==> src/include/tal_pkg.sv <==
package tal_pkg;
  // Timing
  localparam int unsigned CLK_HZ      = 25_000_000;
  localparam int unsigned CONV_9B_MS  = 30;
  localparam int unsigned CONV_9B_CYC = CONV_9B_MS * (CLK_HZ / 1000);
  localparam int unsigned PWRUP_MS    = 2;
  localparam int unsigned PWRUP_CYC   = PWRUP_MS * (CLK_HZ / 1000);
  localparam int          TIMER_W     = 24;
  localparam int          ADDR_W      = 8;
  localparam int          TEMP_BITS   = 12;

  // Register indexes, byte address is index times four
  localparam logic [5:0] IDX_TEMP  = 6'h00;
  localparam logic [5:0] IDX_CFG   = 6'h01;
  localparam logic [5:0] IDX_LOWER = 6'h02;
  localparam logic [5:0] IDX_UPPER = 6'h03;
  localparam logic [5:0] IDX_PTR   = 6'h04;

  // Config field positions
  localparam int CFG_SD      = 0;
  localparam int CFG_INT     = 1;
  localparam int CFG_POL     = 2;
  localparam int CFG_FQ_LSB  = 3;
  localparam int CFG_RES_LSB = 5;
  localparam int CFG_OS      = 7;
  localparam int LIM_LSB     = 7;

  // Reset values
  localparam logic [7:0]  CFG_RST   = 8'h00;
  localparam logic [15:0] TEMP_RST  = 16'h0000;
  localparam logic [8:0]  UPPER_RST = 9'h0a0;
  localparam logic [8:0]  LOWER_RST = 9'h096;
  localparam logic [5:0]  PTR_RST   = 6'h00;

  localparam logic [1:0] RESP_OKAY   = 2'h0;
  localparam logic [1:0] RESP_SLVERR = 2'h2;

  // Consecutive conversions per queue code
  function automatic logic [2:0] fq_need(input logic [1:0] code);
    case (code)
      2'h0:    fq_need = 3'h1;
      2'h1:    fq_need = 3'h2;
      2'h2:    fq_need = 3'h4;
      default: fq_need = 3'h6;
    endcase
  endfunction

  // Kept result bits per resolution code
  function automatic logic [15:0] res_mask(input logic [1:0] code);
    case (code)
      2'h0:    res_mask = 16'hff80;
      2'h1:    res_mask = 16'hffc0;
      2'h2:    res_mask = 16'hffe0;
      default: res_mask = 16'hfff0;
    endcase
  endfunction

  // Byte-lane merge of a 16-bit register
  function automatic logic [15:0] merge16(input logic [15:0] old_v,
                                          input logic [15:0] new_v,
                                          input logic [1:0]  strb);
    merge16 = {strb[1] ? new_v[15:8] : old_v[15:8], strb[0] ? new_v[7:0] : old_v[7:0]};
  endfunction
endpackage

==> src/include/tal_cmp_if.sv <==
`timescale 1ns/1ps
// Limit comparison channel between control and fault-queue filter
interface tal_cmp_if;
  logic              done;
  logic signed [8:0] temp9;
  logic signed [8:0] hi9;
  logic signed [8:0] lo9;
  logic [1:0]        fq;
  logic              hot;
  logic              trip_hi;
  logic              trip_lo;
  modport ctl  (output done, temp9, hi9, lo9, fq, hot, input trip_hi, trip_lo);
  modport qual (input done, temp9, hi9, lo9, fq, hot, output trip_hi, trip_lo);
endinterface

==> src/core/tal_qual.sv <==
`timescale 1ns/1ps
module tal_qual (
  input wire logic aclk,
  input wire logic aresetn,
  tal_cmp_if.qual  cmp
);
  import tal_pkg::*;

  typedef struct packed {
    logic [2:0] cnt;
    logic       trip_hi;
    logic       trip_lo;
  } tal_qst_t;

  tal_qst_t   st_reg;
  tal_qst_t   st_next;
  logic       beyond;
  logic [2:0] need;

  // Side test and consecutive count, once per conversion
  always_comb begin
    st_next = st_reg;
    st_next.trip_hi = 1'b0;
    st_next.trip_lo = 1'b0;
    need = fq_need(cmp.fq);
    beyond = cmp.hot ? (cmp.temp9 < cmp.lo9) : (cmp.temp9 > cmp.hi9);
    if (cmp.done) begin
      if (!beyond) begin
        st_next.cnt = 3'h0;
      end else if (3'(st_reg.cnt + 3'h1) >= need) begin
        st_next.cnt = 3'h0;
        st_next.trip_hi = !cmp.hot;
        st_next.trip_lo = cmp.hot;
      end else begin
        st_next.cnt = 3'(st_reg.cnt + 3'h1);
      end
    end
  end

  // State register
  always_ff @(posedge aclk) begin
    if (!aresetn) begin
      st_reg <= '0;
    end else begin
      st_reg <= st_next;
    end
  end

  assign cmp.trip_hi = st_reg.trip_hi;
  assign cmp.trip_lo = st_reg.trip_lo;
endmodule

==> src/core/tal_top.sv <==
// Added by the designer: the register addresses and the AXI4-Lite register port.
`timescale 1ns/1ps
module tal_top #(
  parameter int unsigned CONV_BASE_CYC = tal_pkg::CONV_9B_CYC,
  parameter int unsigned PWRUP_DLY_CYC = tal_pkg::PWRUP_CYC
) (
  input  wire logic                      aclk,
  input  wire logic                      aresetn,
  input  wire logic [tal_pkg::ADDR_W-1:0] s_axi_awaddr,
  input  wire logic                      s_axi_awvalid,
  output logic                           s_axi_awready,
  input  wire logic [31:0]               s_axi_wdata,
  input  wire logic [3:0]                s_axi_wstrb,
  input  wire logic                      s_axi_wvalid,
  output logic                           s_axi_wready,
  output logic [1:0]                     s_axi_bresp,
  output logic                           s_axi_bvalid,
  input  wire logic                      s_axi_bready,
  input  wire logic [tal_pkg::ADDR_W-1:0] s_axi_araddr,
  input  wire logic                      s_axi_arvalid,
  output logic                           s_axi_arready,
  output logic [31:0]                    s_axi_rdata,
  output logic [1:0]                     s_axi_rresp,
  output logic                           s_axi_rvalid,
  input  wire logic                      s_axi_rready,
  input  wire logic                      sense_clk,
  input  wire logic                      sense_data,
  output logic                           alert_o
);
  import tal_pkg::*;

  typedef enum logic [1:0] {PWRUP, IDLE, CONV} tal_conv_t;

  typedef struct packed {
    logic                   lk_c1;
    logic                   lk_c2;
    logic                   lk_c3;
    logic                   lk_d1;
    logic                   lk_d2;
    logic [TEMP_BITS-1:0]   shift;
    tal_conv_t              state;
    logic [TIMER_W-1:0]     timer;
    logic                   done;
    logic [15:0]            temp;
    logic [7:0]             cfg;
    logic [8:0]             upper;
    logic [8:0]             lower;
    logic [5:0]             ptr;
    logic                   hot;
    logic                   pend;
    logic                   alert;
    logic                   aw_got;
    logic                   w_got;
    logic [ADDR_W-1:0]      awaddr;
    logic [15:0]            wdata;
    logic [1:0]             wstrb;
    logic                   bvalid;
    logic [1:0]             bresp;
    logic                   rvalid;
    logic [31:0]            rdata;
    logic [1:0]             rresp;
  } tal_st_t;

  tal_st_t            st_reg;
  tal_st_t            st_next;
  tal_cmp_if          cmp ();
  logic [TIMER_W-1:0] conv_len;
  logic [15:0]        wr_v;
  logic [15:0]        rd_v;
  logic [5:0]         widx;
  logic [5:0]         ridx;
  logic               rd_take;
  logic               clr_pend;
  logic               set_pend;
  logic               act;

  // Handshake outputs
  assign s_axi_awready = !st_reg.aw_got && !st_reg.bvalid;
  assign s_axi_wready  = !st_reg.w_got && !st_reg.bvalid;
  assign s_axi_arready = !st_reg.rvalid;
  assign rd_take       = s_axi_arvalid && s_axi_arready;

  // Conversion length doubles per resolution step
  assign conv_len = TIMER_W'(CONV_BASE_CYC) << st_reg.cfg[CFG_RES_LSB +: 2];
  assign widx     = st_reg.awaddr[ADDR_W-1:2];
  assign ridx     = s_axi_araddr[ADDR_W-1:2];

  // Comparison channel feed
  assign cmp.done  = st_reg.done;
  assign cmp.temp9 = st_reg.temp[15:LIM_LSB];
  assign cmp.hi9   = st_reg.upper;
  assign cmp.lo9   = st_reg.lower;
  assign cmp.fq    = st_reg.cfg[CFG_FQ_LSB +: 2];
  assign cmp.hot   = st_reg.hot;

  tal_qual u_qual (
    .aclk    (aclk),
    .aresetn (aresetn),
    .cmp     (cmp)
  );

  // Next-state logic
  always_comb begin
    st_next = st_reg;
    st_next.done = 1'b0;
    wr_v = 16'h0000;
    rd_v = 16'h0000;
    clr_pend = 1'b0;
    set_pend = 1'b0;
    act = 1'b0;

    // Link sampling, edge found on the second and third stages
    st_next.lk_c1 = sense_clk;
    st_next.lk_c2 = st_reg.lk_c1;
    st_next.lk_c3 = st_reg.lk_c2;
    st_next.lk_d1 = sense_data;
    st_next.lk_d2 = st_reg.lk_d1;
    if (st_reg.lk_c2 && !st_reg.lk_c3) begin
      st_next.shift = {st_reg.shift[TEMP_BITS-2:0], st_reg.lk_d2};
    end

    // Conversion sequencer
    case (st_reg.state)
      PWRUP: begin
        if (st_reg.timer == TIMER_W'(PWRUP_DLY_CYC - 1)) begin
          st_next.state = CONV;
          st_next.timer = '0;
        end else begin
          st_next.timer = TIMER_W'(st_reg.timer + 1'b1);
        end
      end
      IDLE: begin
        st_next.timer = '0;
        if (!st_reg.cfg[CFG_SD] || st_reg.cfg[CFG_OS]) begin
          st_next.state = CONV;
        end
      end
      CONV: begin
        if (st_reg.cfg[CFG_SD] && !st_reg.cfg[CFG_OS]) begin
          st_next.state = IDLE;
          st_next.timer = '0;
        end else if (st_reg.timer == TIMER_W'(conv_len - 1'b1)) begin
          st_next.temp = {st_reg.shift, 4'h0} & res_mask(st_reg.cfg[CFG_RES_LSB +: 2]);
          st_next.done = 1'b1;
          st_next.timer = '0;
          if (st_reg.cfg[CFG_SD]) begin
            st_next.cfg[CFG_OS] = 1'b0;
            st_next.state = IDLE;
          end
        end else begin
          st_next.timer = TIMER_W'(st_reg.timer + 1'b1);
        end
      end
      default: begin
        st_next.state = PWRUP;
        st_next.timer = '0;
      end
    endcase

    // Write address and data, taken in either order
    if (s_axi_awvalid && s_axi_awready) begin
      st_next.aw_got = 1'b1;
      st_next.awaddr = s_axi_awaddr;
    end
    if (s_axi_wvalid && s_axi_wready) begin
      st_next.w_got = 1'b1;
      st_next.wdata = s_axi_wdata[15:0];
      st_next.wstrb = s_axi_wstrb[1:0];
    end
    if (st_reg.aw_got && st_reg.w_got) begin
      st_next.aw_got = 1'b0;
      st_next.w_got = 1'b0;
      st_next.bvalid = 1'b1;
      st_next.bresp = RESP_OKAY;
      st_next.ptr = widx;
      case (widx)
        IDX_CFG: begin
          wr_v = merge16({8'h00, st_reg.cfg}, st_reg.wdata, st_reg.wstrb);
          st_next.cfg = wr_v[7:0];
          clr_pend = wr_v[CFG_SD] && !st_reg.cfg[CFG_SD];
          // New resolution restarts the conversion, timer never passes a shorter end
          if (st_reg.state == CONV
              && wr_v[CFG_RES_LSB +: 2] != st_reg.cfg[CFG_RES_LSB +: 2]) begin
            st_next.timer = '0;
          end
        end
        IDX_LOWER: begin
          wr_v = merge16({st_reg.lower, 7'h00}, st_reg.wdata, st_reg.wstrb);
          st_next.lower = wr_v[15:LIM_LSB];
        end
        IDX_UPPER: begin
          wr_v = merge16({st_reg.upper, 7'h00}, st_reg.wdata, st_reg.wstrb);
          st_next.upper = wr_v[15:LIM_LSB];
        end
        IDX_TEMP, IDX_PTR: begin
          st_next.bresp = RESP_OKAY;
        end
        default: begin
          st_next.bresp = RESP_SLVERR;
          st_next.ptr = st_reg.ptr;
        end
      endcase
    end
    if (st_reg.bvalid && s_axi_bready) begin
      st_next.bvalid = 1'b0;
    end

    // Read channel, a taken read acknowledges the event alert
    if (rd_take) begin
      st_next.rvalid = 1'b1;
      st_next.rresp = RESP_OKAY;
      st_next.ptr = ridx;
      clr_pend = 1'b1;
      case (ridx)
        IDX_TEMP:  rd_v = st_reg.temp;
        IDX_CFG:   rd_v = {8'h00, st_reg.cfg};
        IDX_LOWER: rd_v = {st_reg.lower, 7'h00};
        IDX_UPPER: rd_v = {st_reg.upper, 7'h00};
        IDX_PTR:   rd_v = {10'h000, st_reg.ptr};
        default: begin
          st_next.rresp = RESP_SLVERR;
          st_next.ptr = st_reg.ptr;
        end
      endcase
      st_next.rdata = {16'h0000, rd_v};
    end
    if (st_reg.rvalid && s_axi_rready) begin
      st_next.rvalid = 1'b0;
    end

    // Side tracking, release only during continuous conversion or in event mode
    if (cmp.trip_hi) begin
      st_next.hot = 1'b1;
    end
    if (cmp.trip_lo && (st_reg.cfg[CFG_INT] || !st_reg.cfg[CFG_SD])) begin
      st_next.hot = 1'b0;
    end

    // Event flag, a new event wins over its clear
    set_pend = cmp.trip_hi || cmp.trip_lo;
    if (clr_pend) begin
      st_next.pend = 1'b0;
    end
    if (set_pend) begin
      st_next.pend = 1'b1;
    end

    // Output style and polarity
    act = st_next.cfg[CFG_INT] ? st_next.pend : st_next.hot;
    st_next.alert = st_next.cfg[CFG_POL] ? act : !act;
  end

  // State register with power-on defaults
  always_ff @(posedge aclk) begin
    if (!aresetn) begin
      st_reg <= '0;
      st_reg.state <= PWRUP;
      st_reg.cfg <= CFG_RST;
      st_reg.temp <= TEMP_RST;
      st_reg.ptr <= PTR_RST;
      st_reg.upper <= UPPER_RST;
      st_reg.lower <= LOWER_RST;
      st_reg.alert <= 1'b1;
    end else begin
      st_reg <= st_next;
    end
  end

  assign s_axi_bvalid = st_reg.bvalid;
  assign s_axi_bresp  = st_reg.bresp;
  assign s_axi_rvalid = st_reg.rvalid;
  assign s_axi_rdata  = st_reg.rdata;
  assign s_axi_rresp  = st_reg.rresp;
  assign alert_o      = st_reg.alert;
endmodule

==> config.mk <==
export PLATFORM = sky130hd
export DESIGN_NAME = tal_top
export DESIGN_NICKNAME = d
export VERILOG_FILES = /design/src/include/tal_pkg.sv /design/src/include/tal_cmp_if.sv /design/src/core/tal_qual.sv /design/src/core/tal_top.sv
export SDC_FILE = /design/constraint.sdc
export NUM_CORES = 1
export LEC_CHECK = 0
export BUFFER_PORTS_ARGS = -buffer_cell sky130_fd_sc_hd__buf_4
export CAP_MARGIN = 10
export CORE_MARGIN = 4
export CORE_UTILIZATION = 40
export DETAILED_ROUTE_END_ITERATION = 16
export GPL_ROUTABILITY_DRIVEN = 1
export HOLD_SLACK_MARGIN = 0.06
export SLEW_MARGIN = 25
export SYNTH_ARGS = -nofsm -noshare
export SYNTH_HDL_FRONTEND = slang
export SYNTH_HIERARCHICAL = 1
export SYNTH_SLANG_ARGS = --single-unit
export TNS_END_PERCENT = 1
==> constraint.sdc <==
create_clock -name aclk -period 2.65 [get_ports aclk]
set_input_delay 0.53 -clock aclk [delete_from_list [all_inputs] [get_ports aclk]]
set_output_delay 0.53 -clock aclk [all_outputs]
set_load 0.05 [all_outputs]
# ---- Word level (Yosys, flattened, before mapping)
# Cells that the tools add are included.
dict set report op_classes {
  n_eq_ne 23
  n_reduce_logical 48
  shift 1
  n_mux 47
  magnitude_cmp 3
  n_addsub 3
  n_bitwise 4
}
# cell n
set op_table {}
lappend op_table {{$mux W24} 5}
lappend op_table {{$pmux W16 S5} 1}
lappend op_table {{$pmux W26 S3} 1}
lappend op_table {{$mux W16} 3}
lappend op_table {{$mux W8} 6}
lappend op_table {{$mux W32} 1}
lappend op_table {{$mux W26} 1}
lappend op_table {{$add A24 B1 Y24 const B} 1}
lappend op_table {{$eq A24 B16 Y1 const B} 1}
lappend op_table {{$eq A24 B24 Y1} 1}
lappend op_table {{$eq A6 B2 Y1 const B} 4}
lappend op_table {{$shl A20 B2 Y24 const A} 1}
lappend op_table {{$sub A24 B1 Y24 const B} 1}
lappend op_table {{$pmux W7 S3} 1}
lappend op_table {{$reduce_and A3 Y1} 7}
lappend op_table {{$mux W18} 1}
lappend op_table {{$mux W6} 3}
lappend op_table {{$mux W9} 2}
lappend op_table {{$and A16 B16 Y16} 1}
lappend op_table {{$logic_and A1 B1 Y1} 13}
lappend op_table {{$mux W1} 13}
lappend op_table {{$eq A6 B1 Y1 const B} 2}
lappend op_table {{$eq A6 B3 Y1 const B} 2}
lappend op_table {{$logic_not A6 Y1} 2}
lappend op_table {{other kinds (22)} 55}
dict set report totals {
  word_cells 164
  ff_bits 150
  inputBits 61
}

# ---- Logic depth before layout (Yosys ltp)
dict set report logic_depth {
  ltp_word 15
  mapped_depth 8
}

# ---- Modules after synthesis
# Netlist, hierarchy kept.
# mod n_inst cells_per_inst area_per_inst_um2
set by_module_without_submodules {}
lappend by_module_without_submodules {tal_top 1 725 6199.7}
lappend by_module_without_submodules {tal_qual 1 97 762.0}

# ---- Least setup slack after synthesis
# No wires, ideal clock.
dict set report synth_timing {
  path_type {reg2reg}
  start {register st_reg[99] in the netlist's numbering}
  end {register st_reg[107] in the netlist's numbering}
  setup_time_ns 0.071
  period_less_slack_ns 2.453
  t_required_ns 2.579
  path_buffers 0
  path_stages_with_launch 8
  path_slack_ns 0.197
  arrival_time_ns 2.382
  cell_sequence {dfxtp_1 -> inv_1 -> ha_1 -> and3_1 -> o211ai_1 -> or4_4 -> or4b_1 -> a21oi_1}
}
dict set report synth_via {
  elab_chain_len 6
  word_cells_on_any_way 12
  cone_classes {add/sub (1); eq/ne (3); shift (1); mux (4); bitwise (1); reduce/logical (2)}
}
# item line
set synth_rtl {}
lappend synth_rtl {{start, declared} tal_top.sv:64} ;# tal_st_t st_reg;
lappend synth_rtl {{start signal, assigned} tal_top.sv:265} ;# st_reg <= st_next;
lappend synth_rtl {{parallel branches: the longest is 6 deep, another holds $sub A24 B1 Y24} -}
# Several ways; the timed one is not identified. The select of a mux whose other input is x is not followed.
# A chain may end at the register's enable or synchronous reset.

# ---- Final worst setup path
dict set report layout_timing {
  start {register st_reg[98] in the netlist's numbering}
  end {register st_reg[106] in the netlist's numbering}
}
# The elaborated chain is that of the path after synthesis.

==> qor.csv <==
metric;value;unit
run status;finished, final reports clean;
Core Area;0.0168;mm2
Post-Syn Instances;822;
Register Area;0.00284;mm2
post-detail-place hpwl;11600;um
Async S/R FF share, synth;0;%
max_cap viols;0;
setup bufs post-CTS;0;
Layout Cells excl Fill;1089;
drt total wl;16100;um
TNS Setup;0;ns
post-route ant nets;0;
clk_lat worst skew;0.43;ns
hold path depth;2;
Crit Path Max Fanout;15;
post-synthesis sequential area ratio;40.8;%
crit path cell chain;inv_1 -> ha_1 -> and3_1 -> o211ai_1 -> or4_4 -> buf_4 -> or3_1 -> a21oi_1;
# resized after CTS;0;
total track usage;16.5;%
most common cell in the synthesized netlist;dfxtp_1;
CP arrival;2.74;ns
Setup Skew;0.0184;ns
root buf cell;clkbuf_16;
largest cells by area after synthesis;dfxtp_1 41%, mux2i_1 6.5%, a21oi_1 5.8%, ha_1 5.4%, nand2_1 5.2%;
DR vias/cell;5.06;
pin count of the biggest net entering global routing;44;
layout cell share with drive strength beyond 1;13.8;%
pwr dens;624;mW/mm2
RSZ-0062 raised after global routing;false;
WS Path Type;flop to flop;
CTS Buf Count;17;
Final Max Slew Viols;0;
dpl cells;1057;
CTS HTree Levels;4;
first-pass GRT wire length;26400;um
Ports;103;
vias;5509;
LEAKAGE;3.37;nW
Yosys reg bits;142;
Port Buf Inserts;62;
Min-Delay Path Class;primary input to flop;
post-layout min period;2.39;ns
DRT iter0 DRCs;341;
# setup viols final;0;
Hold Violations, Final;0;
Slew HR;43.8;%
register-to-register setup slack;0.26;ns
Rows;47;
Worst-Margin Slew;0.844;ns
Initial Utilization;41.4;%
Post-synth EDFFs;0;
Avg Cell Area, Syn;8.47;um2
slowest cell on the critical path;or4_4;
Critical Path End Type;flop;
area fraction of the dominant cell type after synthesis;40.8;%
Tcrit/Tclk final;90.1;%
top_reg_cell synth;dfxtp_1;
net count reported at finish;947;
grt total ovfl;0;
Worst VDD drop;0.470;mV
Max Clock Freq;419;MHz
YS warnings;6;
drt drc;0;
CP required;3.00;ns
Pre-antenna DRT Iters;5;
Worst Reg-to-Reg Cells;8;
synth cell count leaders;142 x dfxtp_1, 97 x nand2_1, 80 x a21oi_1;
post-synth top area cell;dfxtp_1;
# diodes;0;
hold buffers post-CTS;0;
CTS tree;built;
fillers;1667;
die width;140;um
Yosys cell types;58;
worst stage delay on the critical path;0.55;ns
antenna violations before repair;0;
vias in the first global route;5154;
die area;0.0196;mm2
Longest Clk Path Bufs;2;
Die Span Y;140;um
cell area after synthesis;0.00696;mm2
RePlAce Congestion;0.846;
clk sinks;142;
area occupied by multi-input gates;0.00363;mm2
area delta synth->final;15.8;%
Startpoint Class;flop;
wire length per cell;14.8;um
max FFs per register;82;
clock slew at reported path FFs;0.06;ns
==> power breakdown <==
group          total (mW)  leakage (nW)  internal (mW)  switching, mW
Clock                2.46         0.292           1.53          0.927
Combinational       0.353          1.92          0.112          0.241
Sequential           2.22          1.15           2.18         0.0405
==> path summary, 6_finish.rpt <==
| path | start | endpoint |
|---|---|---|
| max | st_reg[98] | st_reg[106] |
| min | sense_clk | st_next[159] |
| max reg2reg | st_reg[98] | st_reg[106] |
| min reg2reg | st_reg[156] | st_reg[144] |
==> metal layers <==
| layer | vias to the layer above | GRT usage (%) | part of all wire [%] | wire [um] |
|---|---|---|---|---|
| met5 | - | 0 | 0 | 0 |
| met4 | 0 | 4.90 | 0.56 | 91 |
| met3 | 4 | 3.78 | 4.6 | 745 |
| met2 | 95 | 25.3 | 44 | 7170 |
| met1 | 2544 | 23.2 | 50 | 8110 |
| li1 | 2866 | - | - | - |
==> metrics by stage <==
step,cell area (um2),setup WS [ns],total power [mW],util (%),hold slack (ns)
after floorplan,7030,0.197,2.52,-,0.412
after CTS,8060,0.260,5.09,47.9,0.302
after global placement,7450,0.309,2.62,44.3,0.420
final,8060,0.263,5.03,47.9,0.323
after detailed placement,7450,0.298,2.62,44.3,0.424
after global routing,8060,0.0891,5.21,47.9,0.338
==> cells by family after synthesis <==
kind of cell | after synthesis | synth area share, %
xor+xnor | 33 | 4.15
mux | 47 | 6.96
buf+inv | 109 | 8.09
flops | 142 | 40.8
simple gates | 305 | 21.6
other cells | 1 | 0.0539
compound gates | 155 | 12.9
fa+ha+maj | 30 | 5.39
==> cells in the final DEF, fill, tap and decap left out, types with 4 or more instances in the layout <==
cell type	Yosys	final
a21o_1	4	4
a21oi_1	80	80
a22oi_1	15	15
and2_1	9	9
and3_1	11	11
and3b_1	5	5
and4_1	5	5
buf_4	37	76
clkbuf_16	0	17
clkinvlp_4	0	4
conb_1	1	18
dfxtp_1	142	142
ha_1	30	30
inv_1	30	29
mux2i_1	45	45
nand2_1	97	97
nand2b_1	11	11
nand3_1	14	14
nand4_1	19	19
nor2_1	75	75
nor2b_1	9	9
nor3_1	22	22
nor3b_1	6	6
nor4_1	7	6
o211ai_1	4	4
o21ai_0	29	29
xnor2_1	20	20
xor2_1	13	13
==> critical path, delay by kind of cell (launching register included) <==
family                     cells  cell delay, ns
buffers and inverters          2            0.29
and+or+nand+nor                3            1.09
AOI/OAI and AO/OA              2            0.26
adders and majority gates      1            0.34
DFF                            1            0.34
==> final cells by class <==
| type | count | area share, % |
|---|---|---|
| clock inverters | 13 | 2.00 |
| well taps | 220 | 3.41 |
| repair buffers | 77 | 7.33 |
| clock buffers | 19 | 5.62 |
| multi-input cells | 588 | 45.0 |
| inverters | 30 | 1.40 |
| flip-flops and latches | 142 | 35.3 |
No activity file was read; power rests on OpenSTA's default activity.
